**src/include/dsc_pkg.sv**
```systemverilog
// constants, types and bundles shared by the startup/status-led block
// assumes a single 125 MHz clock and one asynchronous power-on reset
package dsc_pkg;

  // ----------------------------------------------------------------
  // clock and timing
  // ----------------------------------------------------------------
  localparam int unsigned CLK_HZ = 125_000_000;
  localparam int unsigned CYC_PER_MS = CLK_HZ / 1000;
  localparam int unsigned HALL_HOLD_MS = 1000;
  localparam int unsigned FLICKER_MS = 50;
  localparam int unsigned BLINK_MS = 200;
  localparam int unsigned LONG_OFF_MS = 1000;
  localparam int unsigned HALL_HOLD_CYC = HALL_HOLD_MS * CYC_PER_MS;
  localparam int unsigned FLICKER_CYC = FLICKER_MS * CYC_PER_MS;
  localparam int unsigned BLINK_CYC = BLINK_MS * CYC_PER_MS;
  // flash patterns are built from blink-length slots
  localparam int unsigned LONG_OFF_SLOTS = LONG_OFF_MS / BLINK_MS;
  localparam int unsigned SINGLE_SLOTS = 1 + LONG_OFF_SLOTS;
  localparam int unsigned DOUBLE_SLOTS = 3 + LONG_OFF_SLOTS;
  localparam int unsigned CNT_W = 27;
  localparam int unsigned SLOT_W = 4;
  localparam logic [1:0] SETTLE_CYC = 2'h3;

  // ----------------------------------------------------------------
  // register map (byte addresses) and fields
  // ----------------------------------------------------------------
  localparam int unsigned ADDR_W = 8;
  localparam logic [7:0] ADDR_CTRL = 8'h00;
  localparam logic [7:0] ADDR_STATUS = 8'h04;
  localparam logic [7:0] ADDR_MERR = 8'h08;
  localparam logic [7:0] ADDR_STRAPS = 8'h0C;
  localparam int unsigned CTRL_HW_SEL_BIT = 0;
  localparam int unsigned CTRL_AL_CLR_BIT = 1;
  localparam int unsigned MERR_INVALID_SETUP_BIT = 2;
  localparam logic [7:0] DEFAULT_NODE = 8'hFF;
  localparam logic [7:0] NODE_MIN = 8'h01;
  localparam logic CTRL_HW_SEL_RST = 1'b0;
  localparam logic [1:0] RESP_OKAY = 2'h0;
  localparam logic [1:0] RESP_DECERR = 2'h3;

  // ----------------------------------------------------------------
  // nonvolatile autorun disable word
  // ----------------------------------------------------------------
  localparam logic [15:0] EE_DISABLE_ADDR = 16'h2000;
  localparam logic [15:0] EE_DISABLE_VAL = 16'h0001;

  // ----------------------------------------------------------------
  // fieldbus slave states as reported by the slave state machine
  // ----------------------------------------------------------------
  localparam logic [3:0] SLV_INIT = 4'h1;
  localparam logic [3:0] SLV_PREOP = 4'h2;
  localparam logic [3:0] SLV_SAFEOP = 4'h4;
  localparam logic [3:0] SLV_OP = 4'h8;

  typedef enum logic [5:0] {
    ST_SETTLE = 6'h01,
    ST_HALL = 6'h02,
    ST_DECIDE = 6'h04,
    ST_ARMED = 6'h08,
    ST_RUN = 6'h10,
    ST_SLAVE = 6'h20
  } dsc_start_e;

  // pins that enter from outside the clock domain
  typedef struct packed {
    logic [2:0] hall;
    logic [3:0] node_sw;
    logic [1:0] axis_idx;
    logic proto_sw;
    logic override_sw;
    logic sw_variant;
    logic port0_link;
    logic port1_link;
    logic motor_supply;
  } dsc_pins_s;

  // indicator patterns, a = base phase, b = half a period later
  typedef struct packed {
    logic flicker;
    logic blink_a;
    logic blink_b;
    logic single_a;
    logic single_b;
    logic double_a;
    logic double_b;
  } dsc_pat_s;

endpackage

```
**src/rtl/dsc_led_pattern.sv**
```systemverilog
// indicator pattern timebase: flicker, blink, single and double flash
// assumes the same clock and reset as the top; counts are parameters
module dsc_led_pattern #(
  parameter int unsigned P_FLICKER_CYC = dsc_pkg::FLICKER_CYC,
  parameter int unsigned P_SLOT_CYC = dsc_pkg::BLINK_CYC
) (
  input wire logic i_clk,
  input wire logic i_arst_n,
  output dsc_pkg::dsc_pat_s o_pat
);

  typedef struct packed {
    logic [dsc_pkg::CNT_W-1:0] fl_cnt;
    logic fl;
    logic [dsc_pkg::CNT_W-1:0] sl_cnt;
    logic bl;
    logic [dsc_pkg::SLOT_W-1:0] s6;
    logic [dsc_pkg::SLOT_W-1:0] s8;
    dsc_pkg::dsc_pat_s pat;
  } dsc_pat_state_s;

  localparam logic [dsc_pkg::SLOT_W-1:0] S6_LAST =
    dsc_pkg::SLOT_W'(dsc_pkg::SINGLE_SLOTS - 1);
  localparam logic [dsc_pkg::SLOT_W-1:0] S8_LAST =
    dsc_pkg::SLOT_W'(dsc_pkg::DOUBLE_SLOTS - 1);
  localparam logic [dsc_pkg::SLOT_W-1:0] S6_HALF =
    dsc_pkg::SLOT_W'(dsc_pkg::SINGLE_SLOTS / 2);
  localparam logic [dsc_pkg::SLOT_W-1:0] S8_HALF =
    dsc_pkg::SLOT_W'(dsc_pkg::DOUBLE_SLOTS / 2);

  dsc_pat_state_s q_ff;
  dsc_pat_state_s nxt_q;

  // ------------------------------------------------------------------
  // next state
  // ------------------------------------------------------------------
  always_comb begin
    logic [dsc_pkg::SLOT_W-1:0] s6b;
    logic [dsc_pkg::SLOT_W-1:0] s8b;
    nxt_q = q_ff;
    s6b = '0;
    s8b = '0;
    if (q_ff.fl_cnt == dsc_pkg::CNT_W'(P_FLICKER_CYC - 1)) begin
      nxt_q.fl_cnt = '0;
      nxt_q.fl = ~q_ff.fl;
    end else begin
      nxt_q.fl_cnt = q_ff.fl_cnt + 1'b1;
    end
    if (q_ff.sl_cnt == dsc_pkg::CNT_W'(P_SLOT_CYC - 1)) begin
      nxt_q.sl_cnt = '0;
      nxt_q.bl = ~q_ff.bl;
      nxt_q.s6 = (q_ff.s6 == S6_LAST) ? '0 : q_ff.s6 + 1'b1;
      nxt_q.s8 = (q_ff.s8 == S8_LAST) ? '0 : q_ff.s8 + 1'b1;
    end else begin
      nxt_q.sl_cnt = q_ff.sl_cnt + 1'b1;
    end
    // shifted slot indices give the half-period phase
    s6b = (q_ff.s6 >= S6_HALF) ? q_ff.s6 - S6_HALF : q_ff.s6 + S6_HALF;
    s8b = (q_ff.s8 >= S8_HALF) ? q_ff.s8 - S8_HALF : q_ff.s8 + S8_HALF;
    nxt_q.pat.flicker = q_ff.fl;
    nxt_q.pat.blink_a = q_ff.bl;
    nxt_q.pat.blink_b = ~q_ff.bl;
    nxt_q.pat.single_a = (q_ff.s6 == '0);
    nxt_q.pat.single_b = (s6b == '0);
    nxt_q.pat.double_a = (q_ff.s8 == '0) || (q_ff.s8 == 4'h2);
    nxt_q.pat.double_b = (s8b == '0) || (s8b == 4'h2);
  end

  always_ff @(posedge i_clk or negedge i_arst_n) begin
    if (!i_arst_n) begin
      q_ff <= '0;
    end else begin
      q_ff <= nxt_q;
    end
  end

  assign o_pat = q_ff.pat;

endmodule // dsc_led_pattern

```
**src/rtl/dsc_startup_top.sv**
```systemverilog
// power-up configuration, autorun decision and fieldbus status leds
// assumes straps/halls/links arrive as raw pins, the slave state machine,
// error flags and nonvolatile contents come from logic on I_CLK
module dsc_startup_top #(
  parameter int unsigned P_HALL_HOLD_CYC = dsc_pkg::HALL_HOLD_CYC,
  parameter int unsigned P_FLICKER_CYC = dsc_pkg::FLICKER_CYC,
  parameter int unsigned P_SLOT_CYC = dsc_pkg::BLINK_CYC
) (
  input wire logic I_CLK,
  input wire logic I_ARST_N,
  // pins
  input wire logic [2:0] I_HALL,
  input wire logic [3:0] I_NODE_NUMBER_SWITCH,
  input wire logic [1:0] I_AXIS_INDEX,
  input wire logic I_PROTOCOL_SELECT_SWITCH,
  input wire logic I_MODE_OVERRIDE_SWITCH,
  input wire logic I_SWITCH_VARIANT,
  input wire logic I_PORT0_LINK,
  input wire logic I_PORT1_LINK,
  input wire logic I_MOTOR_SUPPLY,
  // same-clock logic
  input wire logic [15:0] I_EE_DISABLE_WORD,
  input wire logic I_PROG_VALID,
  input wire logic I_SETUP_VALID,
  input wire logic I_SETUP_RESET_LOOP,
  input wire logic [3:0] I_SLAVE_STATE,
  input wire logic I_ERR_CRITICAL,
  input wire logic I_ERR_WATCHDOG,
  input wire logic I_ERR_LOCAL_EVT,
  input wire logic I_ERR_CONFIG,
  // outputs
  output logic [15:0] O_EE_DISABLE_ADDR,
  output logic O_RUN_LED,
  output logic O_ERR_LED,
  output logic [7:0] O_NODE_NUMBER,
  output logic O_NATIVE_CAN_MODE,
  output logic O_LSS_INACTIVE,
  output logic O_SLAVE_MODE,
  output logic O_PROG_START,
  output logic O_LOAD_DEFAULTS,
  output logic O_AL_ERR_IND,
  output logic O_UPSTREAM_OK,
  // AXI4-Lite slave
  input wire logic [7:0] I_AWADDR,
  input wire logic I_AWVALID,
  output logic O_AWREADY,
  input wire logic [31:0] I_WDATA,
  input wire logic [3:0] I_WSTRB,
  input wire logic I_WVALID,
  output logic O_WREADY,
  output logic [1:0] O_BRESP,
  output logic O_BVALID,
  input wire logic I_BREADY,
  input wire logic [7:0] I_ARADDR,
  input wire logic I_ARVALID,
  output logic O_ARREADY,
  output logic [31:0] O_RDATA,
  output logic [1:0] O_RRESP,
  output logic O_RVALID,
  input wire logic I_RREADY
);

  typedef struct packed {
    dsc_pkg::dsc_pins_s meta;
    dsc_pkg::dsc_pins_s pins;
    dsc_pkg::dsc_start_e st;
    logic [1:0] settle;
    logic [dsc_pkg::CNT_W-1:0] hold;
    dsc_pkg::dsc_pins_s strap;
    logic hall_gnd;
    logic native_can;
    logic autorun_en;
    logic setup_ok;
    logic load_def;
    logic prog_start;
    logic hw_sel;
    logic [7:0] sw_node;
    logic [7:0] node;
    logic lss_inact;
    logic al_err;
    logic merr_bad_setup;
    logic run_led;
    logic err_led;
    logic aw_got;
    logic [7:0] awaddr;
    logic w_got;
    logic [31:0] wdata;
    logic [3:0] wstrb;
    logic bvalid;
    logic [1:0] bresp;
    logic rvalid;
    logic [31:0] rdata;
    logic [1:0] rresp;
  } dsc_top_state_s;

  dsc_top_state_s q_ff;
  dsc_top_state_s nxt_q;
  dsc_pkg::dsc_pat_s pat;
  dsc_pkg::dsc_pins_s raw;

  dsc_led_pattern #(
    .P_FLICKER_CYC(P_FLICKER_CYC),
    .P_SLOT_CYC(P_SLOT_CYC)
  ) u_pat (
    .i_clk(I_CLK),
    .i_arst_n(I_ARST_N),
    .o_pat(pat)
  );

  always_comb begin
    raw.hall = I_HALL;
    raw.node_sw = I_NODE_NUMBER_SWITCH;
    raw.axis_idx = I_AXIS_INDEX;
    raw.proto_sw = I_PROTOCOL_SELECT_SWITCH;
    raw.override_sw = I_MODE_OVERRIDE_SWITCH;
    raw.sw_variant = I_SWITCH_VARIANT;
    raw.port0_link = I_PORT0_LINK;
    raw.port1_link = I_PORT1_LINK;
    raw.motor_supply = I_MOTOR_SUPPLY;
  end

  // ------------------------------------------------------------------
  // next state
  // ------------------------------------------------------------------
  always_comb begin
    logic halls_low;
    logic inhibit;
    logic use_hw;
    logic ctrl_wr;
    logic al_clr;
    logic [7:0] hw_node;
    logic [31:0] rd;
    logic rd_hit;
    nxt_q = q_ff;
    halls_low = 1'b0;
    inhibit = 1'b0;
    use_hw = 1'b0;
    ctrl_wr = 1'b0;
    al_clr = 1'b0;
    hw_node = '0;
    rd = '0;
    rd_hit = 1'b0;

    // ----------------------------------------------------------------
    // pin synchronisers
    // ----------------------------------------------------------------
    nxt_q.meta = raw;
    nxt_q.pins = q_ff.meta;
    halls_low = (q_ff.pins.hall == '0);
    nxt_q.prog_start = 1'b0;

    // ----------------------------------------------------------------
    // power-up sequence
    // ----------------------------------------------------------------
    unique case (q_ff.st)
      dsc_pkg::ST_SETTLE: begin
        // wait until the synchronisers hold real pin levels
        nxt_q.settle = q_ff.settle + 1'b1;
        if (q_ff.settle == dsc_pkg::SETTLE_CYC) begin
          nxt_q.strap = q_ff.pins;
          nxt_q.st = dsc_pkg::ST_HALL;
        end
      end
      dsc_pkg::ST_HALL: begin
        if (!halls_low) begin
          nxt_q.st = dsc_pkg::ST_DECIDE;
        end else if (q_ff.hold ==
                     dsc_pkg::CNT_W'(P_HALL_HOLD_CYC - 1)) begin
          nxt_q.hall_gnd = 1'b1;
          nxt_q.st = dsc_pkg::ST_DECIDE;
        end else begin
          nxt_q.hold = q_ff.hold + 1'b1;
        end
      end
      dsc_pkg::ST_DECIDE: begin
        // protocol switch on = native CAN, override forces CANopen
        nxt_q.native_can = q_ff.strap.proto_sw &
                           ~q_ff.strap.override_sw;
        nxt_q.load_def = q_ff.strap.sw_variant & q_ff.hall_gnd;
        nxt_q.merr_bad_setup = q_ff.strap.sw_variant & q_ff.hall_gnd;
        nxt_q.setup_ok = I_SETUP_VALID &
                         ~(q_ff.strap.sw_variant & q_ff.hall_gnd);
        inhibit = (I_EE_DISABLE_WORD == dsc_pkg::EE_DISABLE_VAL)
                | ~(q_ff.strap.proto_sw & ~q_ff.strap.override_sw)
                | q_ff.hall_gnd
                | ~I_PROG_VALID;
        nxt_q.autorun_en = ~inhibit;
        nxt_q.st = inhibit ? dsc_pkg::ST_SLAVE : dsc_pkg::ST_ARMED;
      end
      dsc_pkg::ST_ARMED: begin
        if (q_ff.pins.motor_supply) begin
          nxt_q.prog_start = 1'b1;
          nxt_q.st = dsc_pkg::ST_RUN;
        end
      end
      dsc_pkg::ST_RUN: begin
      end
      dsc_pkg::ST_SLAVE: begin
      end
      default: begin
        nxt_q.st = dsc_pkg::ST_SLAVE;
      end
    endcase

    // ----------------------------------------------------------------
    // node number
    // ----------------------------------------------------------------
    // position 4 weighs 8, position 1 weighs 64, axis adds 1..4
    hw_node = {1'b0, q_ff.strap.node_sw, 3'h0}
            + {6'h00, q_ff.strap.axis_idx} + dsc_pkg::NODE_MIN;
    use_hw = q_ff.hw_sel | ~q_ff.setup_ok;
    if (q_ff.st == dsc_pkg::ST_SETTLE || q_ff.st == dsc_pkg::ST_HALL ||
        q_ff.st == dsc_pkg::ST_DECIDE) begin
      nxt_q.node = dsc_pkg::DEFAULT_NODE;
    end else begin
      nxt_q.node = use_hw ? hw_node : q_ff.sw_node;
    end
    nxt_q.lss_inact = ~nxt_q.native_can &
                      (nxt_q.node == dsc_pkg::DEFAULT_NODE);

    // ----------------------------------------------------------------
    // AXI4-Lite write
    // ----------------------------------------------------------------
    if (I_AWVALID && O_AWREADY) begin
      nxt_q.aw_got = 1'b1;
      nxt_q.awaddr = I_AWADDR;
    end
    if (I_WVALID && O_WREADY) begin
      nxt_q.w_got = 1'b1;
      nxt_q.wdata = I_WDATA;
      nxt_q.wstrb = I_WSTRB;
    end
    if (q_ff.aw_got && q_ff.w_got && !q_ff.bvalid) begin
      nxt_q.aw_got = 1'b0;
      nxt_q.w_got = 1'b0;
      nxt_q.bvalid = 1'b1;
      ctrl_wr = (q_ff.awaddr == dsc_pkg::ADDR_CTRL);
      nxt_q.bresp = (ctrl_wr || q_ff.awaddr == dsc_pkg::ADDR_STATUS ||
                     q_ff.awaddr == dsc_pkg::ADDR_MERR ||
                     q_ff.awaddr == dsc_pkg::ADDR_STRAPS) ?
                    dsc_pkg::RESP_OKAY : dsc_pkg::RESP_DECERR;
      if (ctrl_wr && q_ff.wstrb[0]) begin
        nxt_q.hw_sel = q_ff.wdata[dsc_pkg::CTRL_HW_SEL_BIT];
        al_clr = q_ff.wdata[dsc_pkg::CTRL_AL_CLR_BIT];
      end
      // node 0 is not a legal address, the write is dropped
      if (ctrl_wr && q_ff.wstrb[1] && q_ff.wdata[15:8] >= dsc_pkg::NODE_MIN)
      begin
        nxt_q.sw_node = q_ff.wdata[15:8];
      end
    end
    if (q_ff.bvalid && I_BREADY) begin
      nxt_q.bvalid = 1'b0;
    end

    // local error event beats a same-cycle clear
    if (I_ERR_LOCAL_EVT) begin
      nxt_q.al_err = 1'b1;
    end else if (al_clr) begin
      nxt_q.al_err = 1'b0;
    end

    // ----------------------------------------------------------------
    // AXI4-Lite read
    // ----------------------------------------------------------------
    unique case (I_ARADDR)
      dsc_pkg::ADDR_CTRL: begin
        rd = {16'h0000, q_ff.sw_node, 6'h00, 1'b0, q_ff.hw_sel};
        rd_hit = 1'b1;
      end
      dsc_pkg::ADDR_STATUS: begin
        rd = {2'h0, q_ff.strap.axis_idx, q_ff.strap.node_sw, q_ff.node,
              3'h0, q_ff.al_err, q_ff.pins.port0_link, q_ff.lss_inact,
              q_ff.load_def, q_ff.autorun_en, q_ff.native_can,
              q_ff.hall_gnd, q_ff.st};
        rd_hit = 1'b1;
      end
      dsc_pkg::ADDR_MERR: begin
        rd = 32'h0000_0000;
        rd[dsc_pkg::MERR_INVALID_SETUP_BIT] = q_ff.merr_bad_setup;
        rd_hit = 1'b1;
      end
      dsc_pkg::ADDR_STRAPS: begin
        rd = {17'h00000, q_ff.strap};
        rd_hit = 1'b1;
      end
      default: begin
        rd = 32'h0000_0000;
        rd_hit = 1'b0;
      end
    endcase
    if (I_ARVALID && O_ARREADY) begin
      nxt_q.rvalid = 1'b1;
      nxt_q.rdata = rd;
      nxt_q.rresp = rd_hit ? dsc_pkg::RESP_OKAY : dsc_pkg::RESP_DECERR;
    end else if (q_ff.rvalid && I_RREADY) begin
      nxt_q.rvalid = 1'b0;
    end

    // ----------------------------------------------------------------
    // indicators
    // ----------------------------------------------------------------
    if (I_SETUP_RESET_LOOP) begin
      nxt_q.run_led = pat.flicker;
      nxt_q.err_led = ~pat.flicker;
    end else begin
      if (I_ERR_CRITICAL) begin
        nxt_q.err_led = 1'b1;
      end else if (I_ERR_WATCHDOG) begin
        nxt_q.err_led = pat.double_a;
      end else if (q_ff.al_err && I_SLAVE_STATE != dsc_pkg::SLV_INIT) begin
        nxt_q.err_led = pat.single_a;
      end else if (I_ERR_CONFIG) begin
        nxt_q.err_led = pat.blink_a;
      end else if (q_ff.al_err) begin
        nxt_q.err_led = pat.flicker;
      end else begin
        nxt_q.err_led = 1'b0;
      end
      // run uses the opposite phase, and yields to a lit error led
      unique case (I_SLAVE_STATE)
        dsc_pkg::SLV_PREOP: nxt_q.run_led = pat.blink_b;
        dsc_pkg::SLV_SAFEOP: nxt_q.run_led = pat.single_b;
        dsc_pkg::SLV_OP: nxt_q.run_led = 1'b1;
        default: nxt_q.run_led = 1'b0;
      endcase
      if (nxt_q.err_led) begin
        nxt_q.run_led = 1'b0;
      end
    end
  end

  // ------------------------------------------------------------------
  // state register
  // ------------------------------------------------------------------
  always_ff @(posedge I_CLK or negedge I_ARST_N) begin
    if (!I_ARST_N) begin
      q_ff <= '0;
      q_ff.st <= dsc_pkg::ST_SETTLE;
      q_ff.sw_node <= dsc_pkg::DEFAULT_NODE;
      q_ff.node <= dsc_pkg::DEFAULT_NODE;
      q_ff.hw_sel <= dsc_pkg::CTRL_HW_SEL_RST;
      q_ff.setup_ok <= 1'b1;
    end else begin
      q_ff <= nxt_q;
    end
  end

  // ------------------------------------------------------------------
  // outputs
  // ------------------------------------------------------------------
  assign O_EE_DISABLE_ADDR = dsc_pkg::EE_DISABLE_ADDR;
  assign O_RUN_LED = q_ff.run_led;
  assign O_ERR_LED = q_ff.err_led;
  assign O_NODE_NUMBER = q_ff.node;
  assign O_NATIVE_CAN_MODE = q_ff.native_can;
  assign O_LSS_INACTIVE = q_ff.lss_inact;
  assign O_SLAVE_MODE = (q_ff.st == dsc_pkg::ST_SLAVE);
  assign O_PROG_START = q_ff.prog_start;
  assign O_LOAD_DEFAULTS = q_ff.load_def;
  assign O_AL_ERR_IND = q_ff.al_err;
  // port 1 never gates operation; only the upstream port counts
  assign O_UPSTREAM_OK = q_ff.pins.port0_link;
  assign O_AWREADY = ~q_ff.aw_got & ~q_ff.bvalid;
  assign O_WREADY = ~q_ff.w_got & ~q_ff.bvalid;
  assign O_BVALID = q_ff.bvalid;
  assign O_BRESP = q_ff.bresp;
  assign O_ARREADY = ~q_ff.rvalid;
  assign O_RVALID = q_ff.rvalid;
  assign O_RDATA = q_ff.rdata;
  assign O_RRESP = q_ff.rresp;

endmodule // dsc_startup_top

```
**config.mk**
```make
export PLATFORM = sky130hd
export DESIGN_NAME = dsc_startup_top
export DESIGN_NICKNAME = d
export VERILOG_FILES = /design/src/include/dsc_pkg.sv /design/src/rtl/dsc_led_pattern.sv /design/src/rtl/dsc_startup_top.sv
export SDC_FILE = /design/constraint.sdc
export NUM_CORES = 1
export LEC_CHECK = 0
export ABC_CLOCK_PERIOD_IN_PS = 2820
export BUFFER_PORTS_ARGS = -buffer_cell sky130_fd_sc_hd__buf_2
export CAP_MARGIN = 0
export CORE_ASPECT_RATIO = 0.5
export CORE_UTILIZATION = 45
export CTS_BUF_LIST = sky130_fd_sc_hd__clkbuf_16
export CTS_CLUSTER_SIZE = 24
export DETAILED_ROUTE_END_ITERATION = 10
export PLACE_DENSITY_LB_ADDON = 0.15
export SYNTH_ARGS = -nofsm -noshare
export SYNTH_HDL_FRONTEND = slang
export SYNTH_HIERARCHICAL = 1
export SYNTH_SLANG_ARGS = --single-unit
```
**constraint.sdc**
```tcl
create_clock -name I_CLK -period 2.82 [get_ports I_CLK]
set_input_delay 0 -clock I_CLK [delete_from_list [all_inputs] [get_ports I_CLK]]
set_output_delay 0 -clock I_CLK [all_outputs]
set_load 0.02 [all_outputs]
```
==> results.cfg <==
[outcome]
status = completed

[setup_path]
cp-end-kind = flip-flop
cp.arrival_ns = 2.72
worstRegToRegCells = 5
crit_fanout = 3
crit_required_ns = 3.26
r2r_slack_ns = 0.62
reg2reg_to = q_ff[128]$_DFFE_PN0P_
regToRegStartpoint = q_ff[159]$_DFFE_PN0P_
crit_path_start = I_ARADDR[0]
worst_setup_path_start_kind = input port
crit_type = in2reg

[floorplanning]
die_w_um = 219
rows = 39
io_pins = 175
core-area_um2 = 23000
dieArea_um2 = 24300
initial_utilization = 0.462
die_y_um = 111

[timing]
setup_viol = 0
slew_headroom = 0.448
fin_setup_tns_ns = 0
clock_skew_ns = 0.00903
min_period_ns = 2.29
fin_hold_ws_ns = 0.0452
fmax_mhz = 437
rsz0062_at_grt = no
fin_crit_sh = 0.811
drv_slew = 0
hold_viol = 0
worstMarginPinSlew_ns = 0.827

[cells_and_area]
final_cell_mix = dfrtp_1, buf_2, nand2_1, mux2_2, dlygate4sd3_1
syn_to_final_growth_pct = 17.0
finalNetCount = 1174
num-fill-cells = 2045
final_common_cell = dfrtp_1
antennaDiodeCount = 0
drive_gt1_frac = 0.246
layout.cells.non_filler = 1385

[power_and_ir_drop]
p_sw_frac = 0.245
pwr-share-comb = 0.102
power_density_nw_per_um2 = 612
pwr-share-seq = 0.497
internal-power_mw = 5.74
p_leak_nw = 5.75
power_mw = 7.60
pwr-share-clk = 0.401
switchingPower_mw = 1.86
vdd_drop_max_v = 0.000356

[logic_synthesis]
synth_warnings = 6
synth_area_per_cell_um2 = 11.5
syn_inst = 925
synth_area_um2 = 10600

[clock_network]
cts_buffers = 22
clkSinkCount = 233
clockBufferDepth = 3
cts_max_level = 1
cts.clk_slew.worst_paths_ns = 0.07
cts_setup_buffers = 0
clk_latency_ns = 0.51
cts_root_buf = clkbuf_16
cts_tree = yes
post_cts_resized = 0

[grt]
antenna_found_initial = 0
grt-ovfl-total = 0
grt_max_degree = 85
grtUsageTotal = 0.184
grt_pass1_wl_um = 36300
grt_pass1_vias = 7142

[drt]
drt_iter0_drc = 388
antenna_left = 0
drtPass1Iterations = 4
avgViaCountPerCell = 5.17
wirelength_um = 21500
route.detailed.wl_per_inst_um = 15.5
drc = 0
num_vias = 7155

[worst_hold_path]
min_path_cells = 3
hold_end = O_RDATA[6]$_DFFE_PN0P_
hold_start = I_ARADDR[2]
min_path_type = in2reg

[placed_design]
gp_congestion = 0.809
io_buffers = 132
placedCellCount = 1295
dp_hpwl_um = 14600

[flow_run]
maxCapViolations = 0
-- worst max-delay path, stage by stage --
cell and delay, ns:
dlygate4sd3_1 0.53, buf_2 0.12, nor2_1 0.06, dlygate4sd3_1 0.55
nand2_1 0.06, dlygate4sd3_1 0.61, or4b_2 0.63, o21ai_0 0.16
-- repair_timing --
item                       4_1_cts  5_1_grt
hold endpoints to repair       138        0
hold buffers                    50        0
setup endpoints to repair        0        0
-- per-stage QoR --
step | util | setup slack [ns] | instance area, µm²
final | 0.541 | 0.533 | 12400
after global placement | 0.487 | 0.679 | 11200
after floorplan | - | 0.799 | 10700
after detailed placement | 0.487 | 0.645 | 11200
after CTS | 0.541 | 0.550 | 12400
after global routing | 0.541 | 0.452 | 12400
-- flip-flops by register name, indices dropped and copies added (netlist names), 2 cells and up --
name	count
u_pat/q_ff	62
u_pat/o_pat	6
u_pat/nxt_q	2
q_ff	99
nxt_q	15
O_RDATA	30
O_NODE_NUMBER	8
-- layout make-up --
type	instances	area, µm²	area share
Multi-Input combinational cell	594	4120	0.332
Clock inverter	17	164	0.0132
Inverter	18	67.6	0.00543
Clock buffer	23	576	0.0463
Tap cell	307	384	0.0309
Sequential cell	233	5850	0.471
Timing Repair Buffer	193	1270	0.102
-- how the worst max path moves through the flow --
stage,end,depth (start not counted)
4_1_cts,O_RDATA[15]$_DFFE_PN0P_,8
5_1_grt,q_ff[147]$_DFFE_PN0P_,5
3_5_place_dp,q_ff[128]$_DFFE_PN0P_,5
2_1_floorplan,q_ff[160]$_DFFE_PN0P_,5
6_report,O_RDATA[15]$_DFFE_PN0P_,8
3_3_place_gp,q_ff[128]$_DFFE_PN0P_,5
-- power groups by stage --
stage          registers, mW  logic [mW]  clock network [mW]
2_1_floorplan           3.79       0.532                   0
3_3_place_gp            3.83       0.719                   0
3_5_place_dp            3.84       0.732                   0
4_1_cts                 3.78       0.785                3.15
5_1_grt                 3.81       0.861                3.28
6_report                3.78       0.779                3.05
-- routing by layer --
layer  share of wire  wire length (µm)  vias up  global-route usage
met5               0                 0        -                   0
met1            0.48             10200     3531               0.260
met4           0.017               365        0              0.0380
met2            0.47             10100      114               0.296
met3           0.037               802       28              0.0335
li1                -                 -     3482                   -
No activity file was read; power rests on OpenSTA's default activity.
